$ cat config.mk
export PLATFORM = sky130hd
export DESIGN_NAME = tgd_timing_gen
export DESIGN_NICKNAME = d
export VERILOG_FILES = /design/src/inc/tgd_pkg.sv /design/src/inc/tgd_div_if.sv /design/src/verilog/tgd_divider.sv /design/src/verilog/tgd_timing_gen.sv
export VERILOG_INCLUDE_DIRS = /design/src /design/src/inc
export SDC_FILE = /design/constraint.sdc
export NUM_CORES = 1
export LEC_CHECK = 0
export ABC_CLOCK_PERIOD_IN_PS = 7700
export BUFFER_PORTS_ARGS = -buffer_cell sky130_fd_sc_hd__buf_2
export CORE_ASPECT_RATIO = 1.5
export CORE_MARGIN = 1.5
export CORE_UTILIZATION = 59
export CTS_CLUSTER_DIAMETER = 80
export DETAILED_ROUTE_END_ITERATION = 16
export MAX_ROUTING_LAYER = met4
export PLACE_DENSITY_LB_ADDON = 0.1
export SLEW_MARGIN = 20
export SYNTH_ARGS = -nofsm -noshare
export SYNTH_HDL_FRONTEND = slang
export SYNTH_SLANG_ARGS = --single-unit
$ cat constraint.sdc
create_clock -name mclk_i -period 7.7 [get_ports mclk_i]
set_clock_uncertainty 0.1 [all_clocks]
set_input_delay 0.77 -clock mclk_i [delete_from_list [all_inputs] [get_ports mclk_i]]
set_output_delay 0.77 -clock mclk_i [all_outputs]
set_load 0.1 [all_outputs]
$ cat src/inc/tgd_map.svh
// Register offsets, field positions, reset values and divider taps
`ifndef TGD_MAP_SVH
`define TGD_MAP_SVH

`define TGD_ADDR_SC1 8'h00
`define TGD_ADDR_SC2 8'h04
`define TGD_ADDR_TBC 8'h08
`define TGD_ADDR_STAT 8'h0c

`define TGD_SC1_STOP 0
`define TGD_SC2_SYSTEM_CLOCK_SELECT 0
`define TGD_SC2_XEN 1
`define TGD_SC2_XTEN 2
`define TGD_SC2_SLEEP 3
`define TGD_TBC_DV7 0

`define TGD_STAT_MODE_LSB 0
`define TGD_STAT_MC_LSB 3
`define TGD_STAT_WARM 5

`define TGD_SYSTEM_CLOCK_SELECT_RST 1'b0
`define TGD_XEN_RST 1'b1
`define TGD_XTEN_RST 1'b0
`define TGD_DV7_RST 1'b0
`define TGD_MC_RST 2'h0

`define TGD_DVO_STAGE 13
`define TGD_TBT_STAGE 15
`define TGD_WDT_STAGE 17
`define TGD_TMR_STAGE 9
`define TGD_LCD_STAGE 11

`endif

$ cat src/inc/tgd_pkg.sv
// Types shared by the timing generator and its divider chain
package tgd_pkg;

    typedef enum logic [2:0] {
        single_clock_run,
        dual_clock_fast_run,
        slow_both_osc_run,
        slow_only_run,
        sleep_one,
        sleep_two,
        stop_hold,
        warm_up
    } tgd_mode_t;

    typedef enum logic {
        src7_stage6,
        src7_lowfreq
    } tgd_src7_t;

endpackage : tgd_pkg

$ cat src/inc/tgd_div_if.sv
// Control and tap signals between the mode logic and the divider chain
`timescale 1ns/1ps
interface tgd_div_if
    import tgd_pkg::*;
#(
    parameter int STG_W = 23
);
    logic clear;
    logic low_run;
    logic fs_tick;
    tgd_src7_t src7;
    logic [STG_W-1:0] stages;

    modport ctl (
        output clear,
        output low_run,
        output fs_tick,
        output src7,
        input stages
    );

    modport div (
        input clear,
        input low_run,
        input fs_tick,
        input src7,
        output stages
    );
endinterface : tgd_div_if

$ cat src/verilog/tgd_divider.sv
// Prescaler plus binary divider chain with selectable 7th-stage input
`timescale 1ns/1ps
module tgd_divider
    import tgd_pkg::*;
#(
    parameter int PRE_W = 2,
    parameter int DIV_W = 21,
    parameter int LOW_STAGES = 6
) (
    input wire logic mclk_i,
    input wire logic rstn_i,
    tgd_div_if.div dif
);
    localparam int LO_W = PRE_W + LOW_STAGES;
    localparam int HI_W = DIV_W - LOW_STAGES;

    logic [LO_W-1:0] lo;
    logic [LO_W-1:0] next_lo;
    logic [HI_W-1:0] hi;
    logic [HI_W-1:0] next_hi;
    logic hi_tick;

    // Binary counting: stage n toggles at its input over 2**n
    always_comb begin
        if (dif.src7 == src7_lowfreq) begin
            hi_tick = dif.fs_tick;
        end else begin
            hi_tick = dif.low_run && (&lo);
        end
        next_lo = lo;
        next_hi = hi;
        if (dif.clear) begin
            next_lo = '0;
            next_hi = '0;
        end else begin
            if (dif.low_run) begin
                next_lo = lo + 1'b1;
            end
            if (hi_tick) begin
                next_hi = hi + 1'b1;
            end
        end
    end

    always_ff @(posedge mclk_i or negedge rstn_i) begin
        if (!rstn_i) begin
            lo <= '0;
            hi <= '0;
        end else begin
            lo <= next_lo;
            hi <= next_hi;
        end
    end

    assign dif.stages = {hi, lo};
endmodule : tgd_divider

$ cat src/verilog/tgd_timing_gen.sv
// Timing generator: mode control, divider taps and machine cycle states
//
// The implementer's own choices: the strobed register port and the register offsets.
`timescale 1ns/1ps
`include "tgd_map.svh"
module tgd_timing_gen
    import tgd_pkg::*;
#(
    parameter int PRE_W = 2,
    parameter int DIV_W = 21,
    parameter int LOW_STAGES = 6,
    parameter int WARM_STAGE = 14
) (
    input wire logic mclk_i,
    input wire logic rstn_i,
    input wire logic [7:0] addr_i,
    input wire logic [7:0] wdata_i,
    input wire logic wr_i,
    input wire logic rd_i,
    output logic [7:0] rdata_o,
    input wire logic low_osc_in_pin_i,
    input wire logic stop_release_i,
    input wire logic wake_i,
    output logic sys_tick_o,
    output logic [1:0] mcyc_state_o,
    output logic core_lowfreq_o,
    output logic hf_osc_en_o,
    output logic lf_osc_en_o,
    output logic lf_pins_port_o,
    output logic divider_pulse_out_o,
    output logic tbt_src_o,
    output logic wdt_src_o,
    output logic timer_src_o,
    output logic lcd_src_o,
    output logic warmup_o,
    output tgd_mode_t mode_o
);
    localparam int STG_W = PRE_W + DIV_W;
    localparam int OFS = PRE_W - 1;

    tgd_mode_t mode;
    tgd_mode_t next_mode;
    tgd_mode_t ret_mode;
    tgd_mode_t next_ret_mode;
    logic from_fast;
    logic next_from_fast;

    logic stop_req;
    logic next_stop_req;
    logic sleep_req;
    logic next_sleep_req;
    logic system_clock_select;
    logic next_system_clock_select;
    logic hf_enable;
    logic next_hf_enable;
    logic lf_enable;
    logic next_lf_enable;
    logic div7_lowfreq_select;
    logic next_div7_lowfreq_select;

    logic lf_pin_q;
    logic next_lf_pin_q;
    logic next_sys_tick;
    logic [1:0] next_mcyc_state;
    logic next_core_lowfreq;
    logic next_hf_osc_en;
    logic next_lf_osc_en;
    logic [7:0] next_rdata;
    logic warm_done;
    logic main_tick;

    tgd_div_if #(.STG_W(STG_W)) dif ();

    tgd_divider #(
        .PRE_W(PRE_W),
        .DIV_W(DIV_W),
        .LOW_STAGES(LOW_STAGES)
    ) u_div (
        .mclk_i(mclk_i),
        .rstn_i(rstn_i),
        .dif(dif.div)
    );

    // Warm-up ends when the chosen divider tap first rises
    assign warm_done = dif.stages[WARM_STAGE + OFS];

    // Operating mode sequencing
    always_comb begin
        next_mode = mode;
        next_ret_mode = ret_mode;
        next_from_fast = from_fast;
        case (mode)
            single_clock_run: begin
                if (stop_req) begin
                    next_mode = stop_hold;
                    next_ret_mode = mode;
                    next_from_fast = 1'b1;
                end else if (lf_enable) begin
                    next_mode = dual_clock_fast_run;
                end
            end
            dual_clock_fast_run: begin
                if (stop_req) begin
                    next_mode = stop_hold;
                    next_ret_mode = mode;
                    next_from_fast = 1'b1;
                end else if (!lf_enable) begin
                    next_mode = single_clock_run;
                end else if (system_clock_select) begin
                    next_mode = slow_both_osc_run;
                end
            end
            slow_both_osc_run: begin
                if (stop_req) begin
                    next_mode = stop_hold;
                    next_ret_mode = mode;
                    next_from_fast = 1'b0;
                end else if (sleep_req) begin
                    next_mode = sleep_two;
                end else if (!system_clock_select) begin
                    next_mode = dual_clock_fast_run;
                end else if (!hf_enable) begin
                    next_mode = slow_only_run;
                end
            end
            slow_only_run: begin
                if (stop_req) begin
                    next_mode = stop_hold;
                    next_ret_mode = mode;
                    next_from_fast = 1'b0;
                end else if (sleep_req) begin
                    next_mode = sleep_one;
                end else if (hf_enable) begin
                    next_mode = slow_both_osc_run;
                end
            end
            sleep_one: begin
                if (wake_i) begin
                    next_mode = slow_only_run;
                end
            end
            sleep_two: begin
                if (wake_i) begin
                    next_mode = slow_both_osc_run;
                end
            end
            stop_hold: begin
                if (stop_release_i) begin
                    next_mode = warm_up;
                end
            end
            warm_up: begin
                if (warm_done) begin
                    next_mode = ret_mode;
                end
            end
            default: begin
                next_mode = single_clock_run;
            end
        endcase
    end

    always_ff @(posedge mclk_i or negedge rstn_i) begin
        if (!rstn_i) begin
            mode <= single_clock_run;
            ret_mode <= single_clock_run;
            from_fast <= 1'b1;
        end else begin
            mode <= next_mode;
            ret_mode <= next_ret_mode;
            from_fast <= next_from_fast;
        end
    end

    // Divider control: clear on STOP entry and on release
    always_comb begin
        dif.clear = (next_mode == stop_hold) != (mode == stop_hold);
        dif.fs_tick = lf_osc_en_o && low_osc_in_pin_i && !lf_pin_q;
        case (mode)
            slow_only_run, sleep_one, sleep_two, stop_hold: begin
                dif.low_run = 1'b0;
            end
            warm_up: begin
                dif.low_run = from_fast;
            end
            default: begin
                dif.low_run = 1'b1;
            end
        endcase
        case (mode)
            slow_both_osc_run, slow_only_run, sleep_one, sleep_two: begin
                dif.src7 = src7_lowfreq;
            end
            warm_up: begin
                dif.src7 = from_fast ? src7_stage6 : src7_lowfreq;
            end
            default: begin
                // Relies on software keeping the bit clear until fs is stable
                if (div7_lowfreq_select && lf_enable) begin
                    dif.src7 = src7_lowfreq;
                end else begin
                    dif.src7 = src7_stage6;
                end
            end
        endcase
    end

    // Main system clock tick: fc in fast modes, fs in slow modes
    always_comb begin
        case (mode)
            single_clock_run, dual_clock_fast_run: begin
                main_tick = 1'b1;
            end
            slow_both_osc_run, slow_only_run: begin
                main_tick = dif.fs_tick;
            end
            default: begin
                main_tick = 1'b0;
            end
        endcase
    end

    // Software registers; a write beats the hardware clear of a command
    always_comb begin
        next_stop_req = stop_req;
        next_sleep_req = sleep_req;
        next_system_clock_select = system_clock_select;
        next_hf_enable = hf_enable;
        next_lf_enable = lf_enable;
        next_div7_lowfreq_select = div7_lowfreq_select;
        if (next_mode == stop_hold) begin
            next_stop_req = 1'b0;
        end
        if (next_mode == sleep_one || next_mode == sleep_two) begin
            next_sleep_req = 1'b0;
        end
        if (wr_i) begin
            if (addr_i == `TGD_ADDR_SC1) begin
                next_stop_req = wdata_i[`TGD_SC1_STOP];
            end else if (addr_i == `TGD_ADDR_SC2) begin
                next_system_clock_select = wdata_i[`TGD_SC2_SYSTEM_CLOCK_SELECT];
                next_hf_enable = wdata_i[`TGD_SC2_XEN];
                next_lf_enable = wdata_i[`TGD_SC2_XTEN];
                next_sleep_req = wdata_i[`TGD_SC2_SLEEP];
            end else if (addr_i == `TGD_ADDR_TBC) begin
                next_div7_lowfreq_select = wdata_i[`TGD_TBC_DV7];
            end
        end
    end

    always_ff @(posedge mclk_i or negedge rstn_i) begin
        if (!rstn_i) begin
            stop_req <= 1'b0;
            sleep_req <= 1'b0;
            system_clock_select <= `TGD_SYSTEM_CLOCK_SELECT_RST;
            hf_enable <= `TGD_XEN_RST;
            lf_enable <= `TGD_XTEN_RST;
            div7_lowfreq_select <= `TGD_DV7_RST;
        end else begin
            stop_req <= next_stop_req;
            sleep_req <= next_sleep_req;
            system_clock_select <= next_system_clock_select;
            hf_enable <= next_hf_enable;
            lf_enable <= next_lf_enable;
            div7_lowfreq_select <= next_div7_lowfreq_select;
        end
    end

    // Registered outputs and read data
    always_comb begin
        next_lf_pin_q = low_osc_in_pin_i;
        next_sys_tick = main_tick;
        next_mcyc_state = mcyc_state_o;
        if (main_tick) begin
            next_mcyc_state = mcyc_state_o + 2'h1;
        end
        next_core_lowfreq = (next_mode == slow_both_osc_run) ||
            (next_mode == slow_only_run) || (next_mode == sleep_one) ||
            (next_mode == sleep_two);
        case (next_mode)
            stop_hold: begin
                next_hf_osc_en = 1'b0;
            end
            single_clock_run, dual_clock_fast_run: begin
                next_hf_osc_en = 1'b1;
            end
            default: begin
                next_hf_osc_en = next_hf_enable;
            end
        endcase
        // Low oscillator stays off in single clock, its pins are ports
        next_lf_osc_en = next_lf_enable && (next_mode != stop_hold) &&
            (next_mode != single_clock_run);
        next_rdata = 8'h00;
        if (rd_i) begin
            if (addr_i == `TGD_ADDR_SC1) begin
                next_rdata[`TGD_SC1_STOP] = stop_req;
            end else if (addr_i == `TGD_ADDR_SC2) begin
                next_rdata[`TGD_SC2_SYSTEM_CLOCK_SELECT] = system_clock_select;
                next_rdata[`TGD_SC2_XEN] = hf_enable;
                next_rdata[`TGD_SC2_XTEN] = lf_enable;
                next_rdata[`TGD_SC2_SLEEP] = sleep_req;
            end else if (addr_i == `TGD_ADDR_TBC) begin
                next_rdata[`TGD_TBC_DV7] = div7_lowfreq_select;
            end else if (addr_i == `TGD_ADDR_STAT) begin
                next_rdata[`TGD_STAT_MODE_LSB +: 3] = mode;
                next_rdata[`TGD_STAT_MC_LSB +: 2] = mcyc_state_o;
                next_rdata[`TGD_STAT_WARM] = (mode == warm_up);
            end
        end
    end

    always_ff @(posedge mclk_i or negedge rstn_i) begin
        if (!rstn_i) begin
            lf_pin_q <= 1'b0;
            sys_tick_o <= 1'b0;
            mcyc_state_o <= `TGD_MC_RST;
            core_lowfreq_o <= 1'b0;
            hf_osc_en_o <= 1'b1;
            lf_osc_en_o <= 1'b0;
            lf_pins_port_o <= 1'b1;
            divider_pulse_out_o <= 1'b0;
            tbt_src_o <= 1'b0;
            wdt_src_o <= 1'b0;
            timer_src_o <= 1'b0;
            lcd_src_o <= 1'b0;
            warmup_o <= 1'b0;
            mode_o <= single_clock_run;
            rdata_o <= 8'h00;
        end else begin
            lf_pin_q <= next_lf_pin_q;
            sys_tick_o <= next_sys_tick;
            mcyc_state_o <= next_mcyc_state;
            core_lowfreq_o <= next_core_lowfreq;
            hf_osc_en_o <= next_hf_osc_en;
            lf_osc_en_o <= next_lf_osc_en;
            lf_pins_port_o <= (next_mode == single_clock_run);
            divider_pulse_out_o <= dif.stages[`TGD_DVO_STAGE + OFS];
            tbt_src_o <= dif.stages[`TGD_TBT_STAGE + OFS];
            wdt_src_o <= dif.stages[`TGD_WDT_STAGE + OFS];
            timer_src_o <= dif.stages[`TGD_TMR_STAGE + OFS];
            lcd_src_o <= dif.stages[`TGD_LCD_STAGE + OFS];
            warmup_o <= (next_mode == warm_up);
            mode_o <= next_mode;
            rdata_o <= next_rdata;
        end
    end
endmodule : tgd_timing_gen

---- Yosys cells after proc, flatten, opt, wreduce, memory -nomap -nowiden ----
Index checks and enable logic that the tools add are counted.
storage, ports and cells
  register bits ........................... 56
  output and inout bits ................... 24
  word-level logic and storage cells ...... 132
operators by class
  equal/unequal tests ..................... 21
  reductions and logical operators ........ 29
  $add $sub $neg .......................... 3
  multiplexer cells ....................... 52
  bitwise gates (word level) .............. 2
operators with widths
  cell                                           count
  2-to-1 mux 3 bit                               16
  2-to-1 mux 15 bit                              2
  == test 3 bit, second input constant           8
  case mux 3 bit (8 select lines)                1
  2-to-1 mux 1 bit                               20
  == test 8 x 4 -> 1 bit, second input constant  2
  2-to-1 mux 8 bit                               2
  adder 15 x 1 -> 15 bit, second input constant  1
  == test 3 x 2 -> 1 bit, second input constant  4
  2-to-1 mux 6 bit                               2
  OR reduction 4 bit                             3
  2-to-1 mux 5 bit                               2
  case mux 1 bit (2 select lines)                5
  adder 8 x 1 -> 8 bit, second input constant    1
  == test 8 x 3 -> 1 bit, second input constant  1
  logical NOT 8 bit                              1
  AND reduction 8 bit                            1
  == test 3 x 1 -> 1 bit, second input constant  2
  logical AND 1 bit                              6
  logical NOT 3 bit                              2
  AND reduction 3 bit                            2
  nonzero test 2 bit                             3
  OR reduction 2 bit                             3
  logical OR 1 bit                               4
  other kinds (11)                               13

---- Depth between registers and ports, before layout ----
Gate-level depths: netlist (run 1).
  depth after elaboration ................. 11
  gate-level depth with buffers ........... 12
  depth with buffers taken out ............ 9

---- Cells and area by module ----
From an unflattened synthesis (run 1), not the netlist that was laid out.
second synthesis, totals
  cells, all modules ...................... 269
  area, all modules ....................... 2,798.9 µm²
by module, submodules not included
  module          seq. area each (µm²)  area each (µm²)  times used  cells each
  tgd_timing_gen  830.8                 1,599.0          1           142
  tgd_divider     575.6                 1,199.9          1           127

---- Least setup slack after synthesis (run 1) ----
OpenSTA, ideal clock, no wires.
  kind .................................... register to register
  start point ............................. register mode_o[1] (netlist name)
  end point ............................... register u_div.hi[0]
  library setup time ...................... 0.121 ns
  path buffers ............................ 3
  stages on the path, launching flop included .. 12
  data arrival time ....................... 3.315 ns
  setup slack ............................. 4.164 ns
  cell sequence ........................... dfrtp_1 -> clkbuf_1 -> inv_1 -> ha_1 -> or3_1 -> or2_2 -> o2111ai_1 -> nor2b_1 -> a32o_1 -> buf_2 -> buf_2 -> nor2_1
RTL lines
  item                  RTL line           source
  end signal, assigned  tgd_divider.sv:51  hi <= next_hi;
  end, declared         tgd_divider.sv:19  logic [HI_W-1:0] hi;

==> metrics.yaml, run 1 <==
status:
  status: "finished, final reports clean"
grt:
  antenna_found_initial: 0
  grt_usage: 0.228
  grt_max_degree: 53
  grt_pass1_wl_mm: 8.34
  overflow: 0
  grt_pass1_vias: 1840
setup_path:
  crit_path_max_fanout: 20
  cp.required_ns: 7.76
  crit_type: "reg2reg"
  startpoint_type: "flip-flop"
  end_kind: "flip-flop"
  arrival_ns: 3.78
synth:
  ys_ff_latch: 52
  syn_area_sq_um: 2570
  synth_edf_count: 0
  synth.avg_cell_area_sq_um: 10.3
  netlist_instances: 249
  seq_area_frac_synth: 0.508
  ys_warn_count: 0
  ys.flop_type: "dfrtp_1"
  ys_types: 54
  synthArstFlopShare: 1.00
power:
  power_density_nw_per_um2: 394
  p_leak_nw: 1.40
  peakVddDrop_mv: 0.397
  clkPwrFrac: 0.138
  internal-power_w: 0.000573
  netSwitchingFraction: 0.494
  p_sw_w: 0.000559
  pwr-share-seq: 0.369
  comb_power_share: 0.493
finish:
  final_cells: 333
  final_nets: 315
  final_common_cell: "dfrtp_1"
  mostFrequentLayoutCells: "dfrtp_1 (48), buf_2 (40), nor2_1 (30)"
  areaGrowthSynthToFinish_pct: 11.5
  drive_gt1_frac: 0.226
  diodes: 0
  fill_cells: 332
placement:
  gp_congestion: 0.864
  dpl_worst_slack_ns: 4.05
  dp.cells: 325
  dp.final_hpwl_mm: 3.53
  io_buffers: 40
cts:
  ctsResizeCount: 0
  tritoncts: "yes"
  cts.sinks: 52
  numCtsBuffers: 5
  cts_root_buf: "clkbuf_8"
  clk_pin_slew_ns: 0.09
  htreeDepth: 2
  cts_setup_buffers: 0
  clockBufferDepth: 2
  cts-hold-fix-buffers: 0
  insertion_delay_ns: 0.30
die:
  core_sq_um: 4210
  start_util: 0.611
  io_pins: 47
  die_h_microns: 83.9
  die_w_microns: 56.9
  die_area_sq_um: 4770
  rows: 29
sta:
  setup_viol_count_final: 0
  fin_crit_ns: 3.72
  hold_viol_final: 0
  fmax_mhz: 269
  holdWs_ns: 0.297
  rsz0062_at_grt: "no"
  tns_ns: 0
  tightest_slew_ns: 0.704
  relSlewSlack: 0.531
  slew_viol_final: 0
  finalCritPeriodShare: 0.483
  fin_ws_ns: 3.98
drt:
  drtPass1Iterations: 4
  dr_wl_met2_mm: 2.69
  highest_layer: "met4"
  vias: 1959
  met1Wirelength_mm: 2.07
  wire_per_inst_microns: 15.2
  wirelength_mm: 5.06
  wl_met3_microns: 186
  drt-initial-drc-count: 67
  routed_via_density: 5.88
  ant_nets: 0
  drc: 0
job:
  drv_cap: 0
hold_path:
  hold_path.class: "reg2reg"
[layer usage]
layer,vias to the layer above,track usage
li1,954,-
met1,954,0.264
met2,41,0.385
met3,10,0.0450
met4,0,0.0867
met5,-,-
[state kept, by name, indices dropped and copies added (netlist names), 2 cells and up]
register	flops
mcyc_state_o	2
ret_mode	3
rdata_o	6
mode_o	3
u_div.hi	11
u_div.lo	8
[synthesized netlist by cell type, types with 2 or more instances]
| library cell | n | area share |
|---|---|---|
| dfrtp_1 | 48 | 0.47 |
| inv_1 | 10 | 0.015 |
| o31ai_1 | 2 | 0.0058 |
| nor2b_1 | 4 | 0.0097 |
| buf_2 | 5 | 0.0097 |
| buf_4 | 2 | 0.0058 |
| or2_2 | 2 | 0.0049 |
| o21ai_0 | 15 | 0.029 |
| nand3_1 | 9 | 0.018 |
| mux2_2 | 4 | 0.018 |
| nand2_1 | 11 | 0.016 |
| or3_1 | 3 | 0.0073 |
| and2_1 | 2 | 0.0049 |
| nand2b_1 | 2 | 0.0049 |
| a21o_1 | 2 | 0.0058 |
| dfstp_2 | 4 | 0.041 |
| a32o_1 | 3 | 0.012 |
| nor2_1 | 30 | 0.044 |
| mux2i_1 | 5 | 0.019 |
| o211ai_1 | 3 | 0.0088 |
| or4_1 | 2 | 0.0058 |
| ha_1 | 6 | 0.029 |
| o22ai_1 | 2 | 0.0049 |
| o21bai_1 | 2 | 0.0058 |
| nand4_1 | 6 | 0.015 |
| nor3_1 | 6 | 0.012 |
| xor2_1 | 10 | 0.034 |
| and3_1 | 7 | 0.017 |
| o21a_1 | 3 | 0.0088 |
| clkbuf_1 | 4 | 0.0058 |
| xnor2_1 | 6 | 0.020 |
| o2111ai_1 | 2 | 0.0068 |
| a21oi_1 | 6 | 0.012 |
[cell type report]
| class | instances | area [sq um] | area share |
|---|---|---|---|
| Sequential cell | 52 | 1310 | 0.455 |
| Multi-Input combinational cell | 176 | 1170 | 0.406 |
| Timing Repair Buffer | 41 | 208 | 0.0724 |
| Clock buffer | 7 | 86.3 | 0.0301 |
| Tap cell | 46 | 57.6 | 0.0201 |
| Inverter | 10 | 37.5 | 0.0131 |
| Clock inverter | 1 | 7.51 | 0.00262 |
[worst max-delay path, cell delays in order, from the launching register on]
cell	delay [ns]
dfrtp_1	0.72
inv_1	0.26
ha_1	0.30
or3_1	0.43
or2_2	0.29
o2111ai_1	0.51
nor2b_1	0.20
a32o_1	0.63
nor2_1	0.12
[cell families after synthesis]
group / share of synthesized area
mux: 0.0516
xor+xnor: 0.0545
other cells: 0.00146
fa+ha+maj: 0.0292
flops: 0.508
buf+inv: 0.0404
simple gates: 0.190
compound gates: 0.125
[path summary, 6_finish.rpt]
| kind | from | depth (start not counted) | end | slack [ns] |
|---|---|---|---|---|
| worst min register to register | u_div.hi[10]$_DFFE_PN0P_ | 0 | wdt_src_o$_DFF_PN0_ | 0.30 |
| worst max-delay path | mode_o[1]$_DFF_PN0_ | 8 | u_div.hi[5]$_DFFE_PN0P_ | 3.98 |
| max in group asynchronous | rstn_i | 2 | divider_pulse_out_o$_DFF_PN0_ | 6.60 |
| worst max register to register | mode_o[1]$_DFF_PN0_ | 8 | u_div.hi[5]$_DFFE_PN0P_ | 3.98 |
| worst min-delay path | u_div.hi[10]$_DFFE_PN0P_ | 0 | wdt_src_o$_DFF_PN0_ | 0.30 |
| min in group asynchronous | rstn_i | 2 | mode_o[2]$_DFF_PN0_ | 0.47 |
[power by group through the flow]
stage                     sequential (W)  clock, W  combinational [W]
final                           0.000418  0.000156           0.000558
after global routing            0.000427  0.000170           0.000599
after CTS                       0.000417  0.000162           0.000558
after detailed placement        0.000421         0           0.000553
after global placement          0.000421         0           0.000544
after floorplan                 0.000555         0           0.000319
[stage by stage]
stage / cell area (sq um) / utilization / power (W)
floorplan: 2580 / - / 0.000874
global placement: 2780 / 0.659 / 0.000965
detailed placement: 2780 / 0.659 / 0.000974
CTS: 2870 / 0.682 / 0.00114
global route: 2870 / 0.682 / 0.00120
finish: 2870 / 0.682 / 0.00113
No activity file was read; power rests on OpenSTA's default activity.
==> run 2: changes to the inputs <==
--- a/config.mk
+++ b/config.mk
@@ -6,11 +6,11 @@
 export SDC_FILE = /design/constraint.sdc
 export NUM_CORES = 1
 export LEC_CHECK = 0
-export ABC_CLOCK_PERIOD_IN_PS = 7700
+export ABC_CLOCK_PERIOD_IN_PS = 3200
 export BUFFER_PORTS_ARGS = -buffer_cell sky130_fd_sc_hd__buf_2
 export CORE_ASPECT_RATIO = 1.5
 export CORE_MARGIN = 1.5
-export CORE_UTILIZATION = 59
+export CORE_UTILIZATION = 50
 export CTS_CLUSTER_DIAMETER = 80
 export DETAILED_ROUTE_END_ITERATION = 16
 export MAX_ROUTING_LAYER = met4
==> constraint.sdc (replaced) <==
create_clock -name mclk_i -period 3.2 [get_ports mclk_i]
set_clock_uncertainty 0.1 [all_clocks]
set_input_delay 0.32 -clock mclk_i [delete_from_list [all_inputs] [get_ports mclk_i]]
set_output_delay 0.32 -clock mclk_i [all_outputs]
set_load 0.1 [all_outputs]
==> run 2 against run 1 <==
Net effect:
- total power rose by 140%
- flip-flop and latch count unchanged
- clock power grew 130%
- sequential share of layout area is 0.45 points lower
- core utilization is 8.6 points lower
- wire length grew 2.4%
- global-route usage is 1.6 points lower
- design area is 1.4% higher
- worst hold slack worse by 0.25 ns
- non-clock buffer count grew 3
- critical path type unchanged
- critical endpoint is now u_div.hi[7]$_DFFE_PN0P_
- highest routed layer unchanged
==> metrics.yaml, run 2 (synthesis gave the netlist of run 1 again) <==
status:
  status: "finished, final reports clean"
setup_path:
  cp.required_ns: 3.29  # -4.47 ns
  cp.buffers_inverters: 2  # +1
  crit_path_max_fanout: 19  # -5.0%
  cp-startpoint: "mode_o[2]$_DFF_PN0_"
  crit_chain: "inv_1 -> ha_1 -> or3_1 -> or2_2 -> o2111ai_1 -> nor2b_1 -> a32o_1 -> buf_4 -> nor2_1"
  crit_type: "reg2reg"
  cp_slowest_cell: "dfrtp_2"
  arrival_ns: 2.89  # -0.89 ns
  slowest_delay_ns: 0.55  # -0.17 ns
  end_kind: "flip-flop"
  critical-path-top-delay-family: "simple AND/OR/NAND/NOR gates"
  r2r-start: "mode_o[2]$_DFF_PN0_"
  startpoint_type: "flip-flop"
cts:
  cts-hold-fix-buffers: 0  # unchanged
  htreeDepth: 2  # unchanged
  cts_root_buf: "clkbuf_8"
  numCtsBuffers: 5  # unchanged
  tritoncts: "yes"
  clk_pin_slew_ns: 0.09  # about the same
  cts_setup_buffers: 0  # unchanged
  clockBufferDepth: 2  # unchanged
  insertion_delay_ns: 0.30  # about the same
  ctsResizeCount: 0  # unchanged
  cts.sinks: 52  # unchanged
drt:
  drt-initial-drc-count: 81  # +21%
  ant_nets: 0  # unchanged
  vias: 1941  # -0.92%
  wirelength_mm: 5.18  # +2.4%
  drc: 0  # unchanged
  routed_via_density: 5.45  # -7.3%
  drtPass1Iterations: 4  # unchanged
  wire_per_inst_microns: 14.5  # -4.2%
hold_path:
  hold_start: "low_osc_in_pin_i"
  hold_path.class: "in2reg"
sta:
  relSlewSlack: 0.371  # -0.160
  slew_viol_final: 0  # unchanged
  holdWs_ns: 0.0438  # -0.253 ns
  fmax_mhz: 357  # +33%
  setup_viol_count_final: 0  # unchanged
  fin_crit_ns: 2.80  # -0.918 ns
  finalCritPeriodShare: 0.875  # +0.392
  tightest_slew_ns: 0.943  # +0.239 ns
  tns_ns: 0  # unchanged
  rsz0062_at_grt: "no"
  hold_viol_final: 0  # unchanged
finish:
  areaGrowthSynthToFinish_pct: 13.1
  final_nets: 318  # +0.95%
  max_flop_register: "u_div.hi"
  largest_reg_flops: 11  # unchanged
  diodes: 0  # unchanged
  reg.largest.list: "u_div.hi (11), u_div.lo (8), rdata_o (6)"
  mostFrequentLayoutCells: "dfrtp_1 (46), buf_2 (40), nor2_1 (30)"
  drive_gt1_frac: 0.238  # +0.0115
  final_common_cell: "dfrtp_1"
grt:
  met1_usage: 0.248  # -0.0159
  grt.met3_usage: 0.0401  # -0.00485
  grt_pass1_wl_mm: 8.58  # +2.9%
  use_met2: 0.331  # -0.0538
  overflow: 0  # unchanged
  grt_max_degree: 44  # -17%
  top_usage_layer: "met2"
  antenna_found_initial: 0  # unchanged
  grt_usage: 0.212  # -0.0161
  grt_pass1_vias: 1840  # unchanged
power:
  pwr-share-seq: 0.369  # about the same
  comb_power_share: 0.501  # +0.008
  p_sw_w: 0.00134  # +140%
  p_leak_nw: 1.41  # +0.80%
  netSwitchingFraction: 0.490  # -0.00404
  power_density_nw_per_um2: 941  # +140%
  power_w: 0.00274  # +140%
  internal-power_w: 0.00140  # +140%
  clkPwrFrac: 0.130  # -0.008
  peakVddDrop_mv: 0.452  # +14%
die:
  start_util: 0.526  # -0.0848
  core_sq_um: 4890  # +16%
  die_w_microns: 61.6  # +8.2%
  rows: 31  # +6.9%
  die_h_microns: 90.9  # +8.3%
  io_pins: 47  # unchanged
  die_area_sq_um: 5590  # +17%
placement:
  gp_congestion: 0.795  # -8.0%
  dp.final_hpwl_mm: 3.75  # +6.2%
  io_buffers: 40  # unchanged
job:
  drv_cap: 0  # unchanged
-- run 2: cell count changes in the layout (fill, tap and decap cells not counted), sizes merged --
| cell | before | now |
|---|---|---|
| clkinvlp | 1 | 0 |
| clkinv | 0 | 1 |
| buf | 41 | 44 |
-- run 2: cell type report --
type | count | area (sq um)
clock buffers | 7 | 76.3
clock inverters | 1 | 5.00
fillers | 430 | 1980
inverters | 10 | 37.5
multi-input cells | 176 | 1170
flip-flops and latches | 52 | 1310
well taps | 66 | 82.6
repair buffers | 44 | 230
-- run 2: path summary, 6_finish.rpt --
kind	endpoint	slack [ns]	cells after the start
worst max-delay path	u_div.hi[7]$_DFFE_PN0P_	0.40	9
worst min-delay path	lf_pin_q$_DFF_PN0_	0.04	1
worst max register to register	u_div.hi[7]$_DFFE_PN0P_	0.40	9
worst min register to register	tbt_src_o$_DFF_PN0_	0.32	0
max in group asynchronous	ret_mode[1]$_DFFE_PN0P_	2.25	2
min in group asynchronous	warmup_o$_DFF_PN0_	0.06	1
-- run 2: metrics by stage --
step,worst slack (ns),area (sq um),std cells,utilization
after floorplan,0.0278,2580,250,-
after global placement,0.396,2830,348,0.579
after detailed placement,0.446,2830,348,0.579
after CTS,0.419,2910,356,0.595
after global routing,0.180,2910,356,0.595
final,0.400,2910,356,0.595
-- run 2: worst register-to-register path, cell delays in order, from the launching register on --
cell and delay, ns:
dfrtp_2 0.55, inv_1 0.21, ha_1 0.25, or3_1 0.36, or2_2 0.29, o2111ai_1 0.25, nor2b_1 0.16, a32o_1 0.18
buf_4 0.24, nor2_1 0.09
-- run 2: power groups by stage --
stage	clock network, W	logic (W)	registers [W]
after CTS	0.000370	0.00138	0.00101
after global placement	0	0.00137	0.00102
after detailed placement	0	0.00137	0.00102
after floorplan	0	0.000767	0.00134
after global routing	0.000396	0.00150	0.00104
final	0.000355	0.00137	0.00101
-- run 2: layer usage --
| layer | share of wire | vias to the layer above | routed length (microns) |
|---|---|---|---|
| met5 | 0 | - | 0 |
| met4 | 0.024 | 0 | 125 |
| met3 | 0.031 | 11 | 158 |
| met2 | 0.53 | 46 | 2760 |
| met1 | 0.41 | 923 | 2130 |
| li1 | - | 961 | - |
==> run 3: changes to the inputs <==
--- a/config.mk
+++ b/config.mk
@@ -13,9 +13,11 @@
 export CORE_UTILIZATION = 50
 export CTS_CLUSTER_DIAMETER = 80
 export DETAILED_ROUTE_END_ITERATION = 16
+export GPL_TIMING_DRIVEN = 0
 export MAX_ROUTING_LAYER = met4
 export PLACE_DENSITY_LB_ADDON = 0.1
 export SLEW_MARGIN = 20
 export SYNTH_ARGS = -nofsm -noshare
 export SYNTH_HDL_FRONTEND = slang
 export SYNTH_SLANG_ARGS = --single-unit
+export TNS_END_PERCENT = 50
==> run 3 against run 2 <==
Net effect:
- combinational power rose by 7%
- critical endpoint is now u_div.lo[1]$_DFFE_PN0P_
- critical path depth did not move
- sequential share of layout area fell by 0.74 points
- count of clock-buffer cells in the layout did not move
- via count rose by 2.4%
==> metrics.yaml, run 3 (synthesis gave the netlist of run 1 again) <==
finish:
  regArea_sq_um: 1310  # unchanged
  fill_cells: 452  # +5.1%
  largest_reg_flops: 11  # unchanged
  post-route-util: 0.605  # +0.00998
  reg.largest.list: "u_div.hi (11), u_div.lo (8), rdata_o (6)"
  multi_input_area_sq_um: 1180  # +1.5%
  final_cells: 361  # +1.4%
  areaGrowthSynthToFinish_pct: 15.0
  mostFrequentLayoutCells: "dfrtp_1 (46), buf_2 (42), nor2_1 (30)"
  fin_area_sq_um: 2960  # +1.7%
  diodes: 0  # unchanged
  final_common_cell: "dfrtp_1"
  final_nets: 323  # +1.6%
  drive_gt1_frac: 0.244  # +0.00614
  max_flop_register: "u_div.hi"
cts:
  htreeDepth: 2  # unchanged
  clk_pin_slew_ns: 0.09  # about the same
  clockBufferDepth: 2  # unchanged
  cts.sinks: 52  # unchanged
  numCtsBuffers: 5  # unchanged
  insertion_delay_ns: 0.30  # about the same
  tritoncts: "yes"
  cts_setup_buffers: 0  # unchanged
  cts_root_buf: "clkbuf_8"
grt:
  grt_pass1_wl_mm: 8.91  # +3.8%
  antenna_found_initial: 0  # unchanged
  grt_usage: 0.218  # +0.00610
  grt_max_degree: 53  # +20%
  grt_pass1_vias: 1935  # +5.2%
  overflow: 0  # unchanged
setup_path:
  arrival_ns: 3.00  # +0.11 ns
  crit_chain: "inv_1 -> ha_1 -> or3_1 -> or2_2 -> o2111ai_4 -> nor2b_1 -> a32o_1 -> buf_2 -> nor2_1"
  cp-startpoint: "mode_o[1]$_DFF_PN0_"
  r2r-start: "mode_o[1]$_DFF_PN0_"
  end_kind: "flip-flop"
  startpoint_type: "flip-flop"
  crit_path_max_fanout: 19  # unchanged
  cp.required_ns: 3.27  # -0.02 ns
  crit_type: "reg2reg"
  slowest_delay_ns: 0.49  # -0.06 ns
  cp_slowest_cell: "dfrtp_4"
power:
  p_leak_nw: 1.43  # +1.4%
  peakVddDrop_mv: 0.455  # +0.67%
  power_density_nw_per_um2: 938  # -0.31%
placement:
  placed_area_sq_um: 2860  # +1.1%
  gp_congestion: 0.828  # +4.2%
  dp.cells: 355  # +2.0%
  io_buffers: 39  # -2.5%
  dp.final_hpwl_mm: 3.85  # +2.6%
drt:
  ant_nets: 0  # unchanged
  drtPass1Iterations: 4  # unchanged
  wirelength_mm: 5.34  # +3.1%
  drc: 0  # unchanged
  wire_per_inst_microns: 14.8  # +1.7%
  drt-initial-drc-count: 113  # +40%
  routed_via_density: 5.51  # +1.0%
  vias: 1988  # +2.4%
die:
  start_util: 0.526  # unchanged
  rows: 31  # unchanged
  io_pins: 47  # unchanged
  die_w_microns: 61.6  # unchanged
  die_h_microns: 90.9  # unchanged
  core_sq_um: 4890  # unchanged
  die_area_sq_um: 5590  # unchanged
sta:
  holdWs_ns: 0.0448  # +0.00103 ns
  relSlewSlack: 0.578  # +0.207
  rsz0062_at_grt: "no"
  tns_ns: 0  # unchanged
  slew_viol_final: 0  # unchanged
  tightest_slew_ns: 0.633  # -0.311 ns
  fmax_mhz: 342  # -4.3%
  fin_crit_ns: 2.93  # +0.126 ns
  setup_viol_count_final: 0  # unchanged
  finalCritPeriodShare: 0.914  # +0.0394
  hold_viol_final: 0  # unchanged
hold_path:
  hold_start: "low_osc_in_pin_i"
  hold_path.class: "in2reg"
job:
  drv_cap: 0  # unchanged
status:
  status: "finished, final reports clean"
[run 3: cell count changes in the layout (fill, tap and decap cells not counted)]
cell | before | now
buf_2 | 40 | 42
buf_4 | 4 | 3
buf_6 | 0 | 1
clkbuf_1 | 2 | 4
dlygate4sd3_1 | 0 | 1
o2111ai_1 | 2 | 1
o2111ai_4 | 0 | 1
[run 3: stage by stage]
stage / setup WS, ns / total power (W)
floorplan: 0.0278 / 0.00211
global placement: -0.285 / 0.00239
detailed placement: -0.307 / 0.00241
CTS: 0.0980 / 0.00278
global route: 0.0692 / 0.00298
finish: 0.274 / 0.00277
[run 3: critical path: cells and delay by family (launching register included)]
kind | cells | cell delay, ns
AOI/OAI and AO/OA | 2 | 0.46
adders and majority gates | 1 | 0.25
buffers and inverters | 2 | 0.46
DFF | 1 | 0.49
and+or+nand+nor | 4 | 1.04
[run 3: final cells by class]
type,instances,area share
flip-flops and latches,52,0.443
multi-input cells,176,0.400
repair buffers,40,0.0702
well taps,66,0.0279
clock buffers,7,0.0258
plain buffers,9,0.0182
inverters,10,0.0127
clock inverters,1,0.00169
[run 3: per-layer routing]
metal,GRT usage,routed length (microns),up-vias
met3,0.0372,176,11
met5,-,0,-
met1,0.252,2200,966
li1,-,-,966
met4,0.0993,135,0
met2,0.355,2830,45
[run 3: worst paths after layout]
| path | cells after the start | to | slack [ns] |
|---|---|---|---|
| max | 9 | u_div.lo[1]$_DFFE_PN0P_ | 0.27 |
| min | 1 | lf_pin_q$_DFF_PN0_ | 0.04 |
| max reg2reg | 9 | u_div.lo[1]$_DFFE_PN0P_ | 0.27 |
| min reg2reg | 0 | wdt_src_o$_DFF_PN0_ | 0.32 |
| max in group asynchronous | 2 | mode_o[1]$_DFF_PN0_ | 2.07 |
| min in group asynchronous | 2 | warmup_o$_DFF_PN0_ | 0.46 |
[run 3: where the power goes]
group / switching [W] / total, W / internal (W)
logic: 0.00104 / 0.00146 / 0.000424
clock network: 0.000198 / 0.000352 / 0.000154
registers: 0.000137 / 0.000962 / 0.000825
[run 3: repair_timing]
action,4_1_cts,5_1_grt
endpoints found under the setup margin,19,10
gates resized for setup,1,1
pin swaps,0,0
hold buffers,0,1
gates cloned,0,0
hold endpoints to repair,0,29
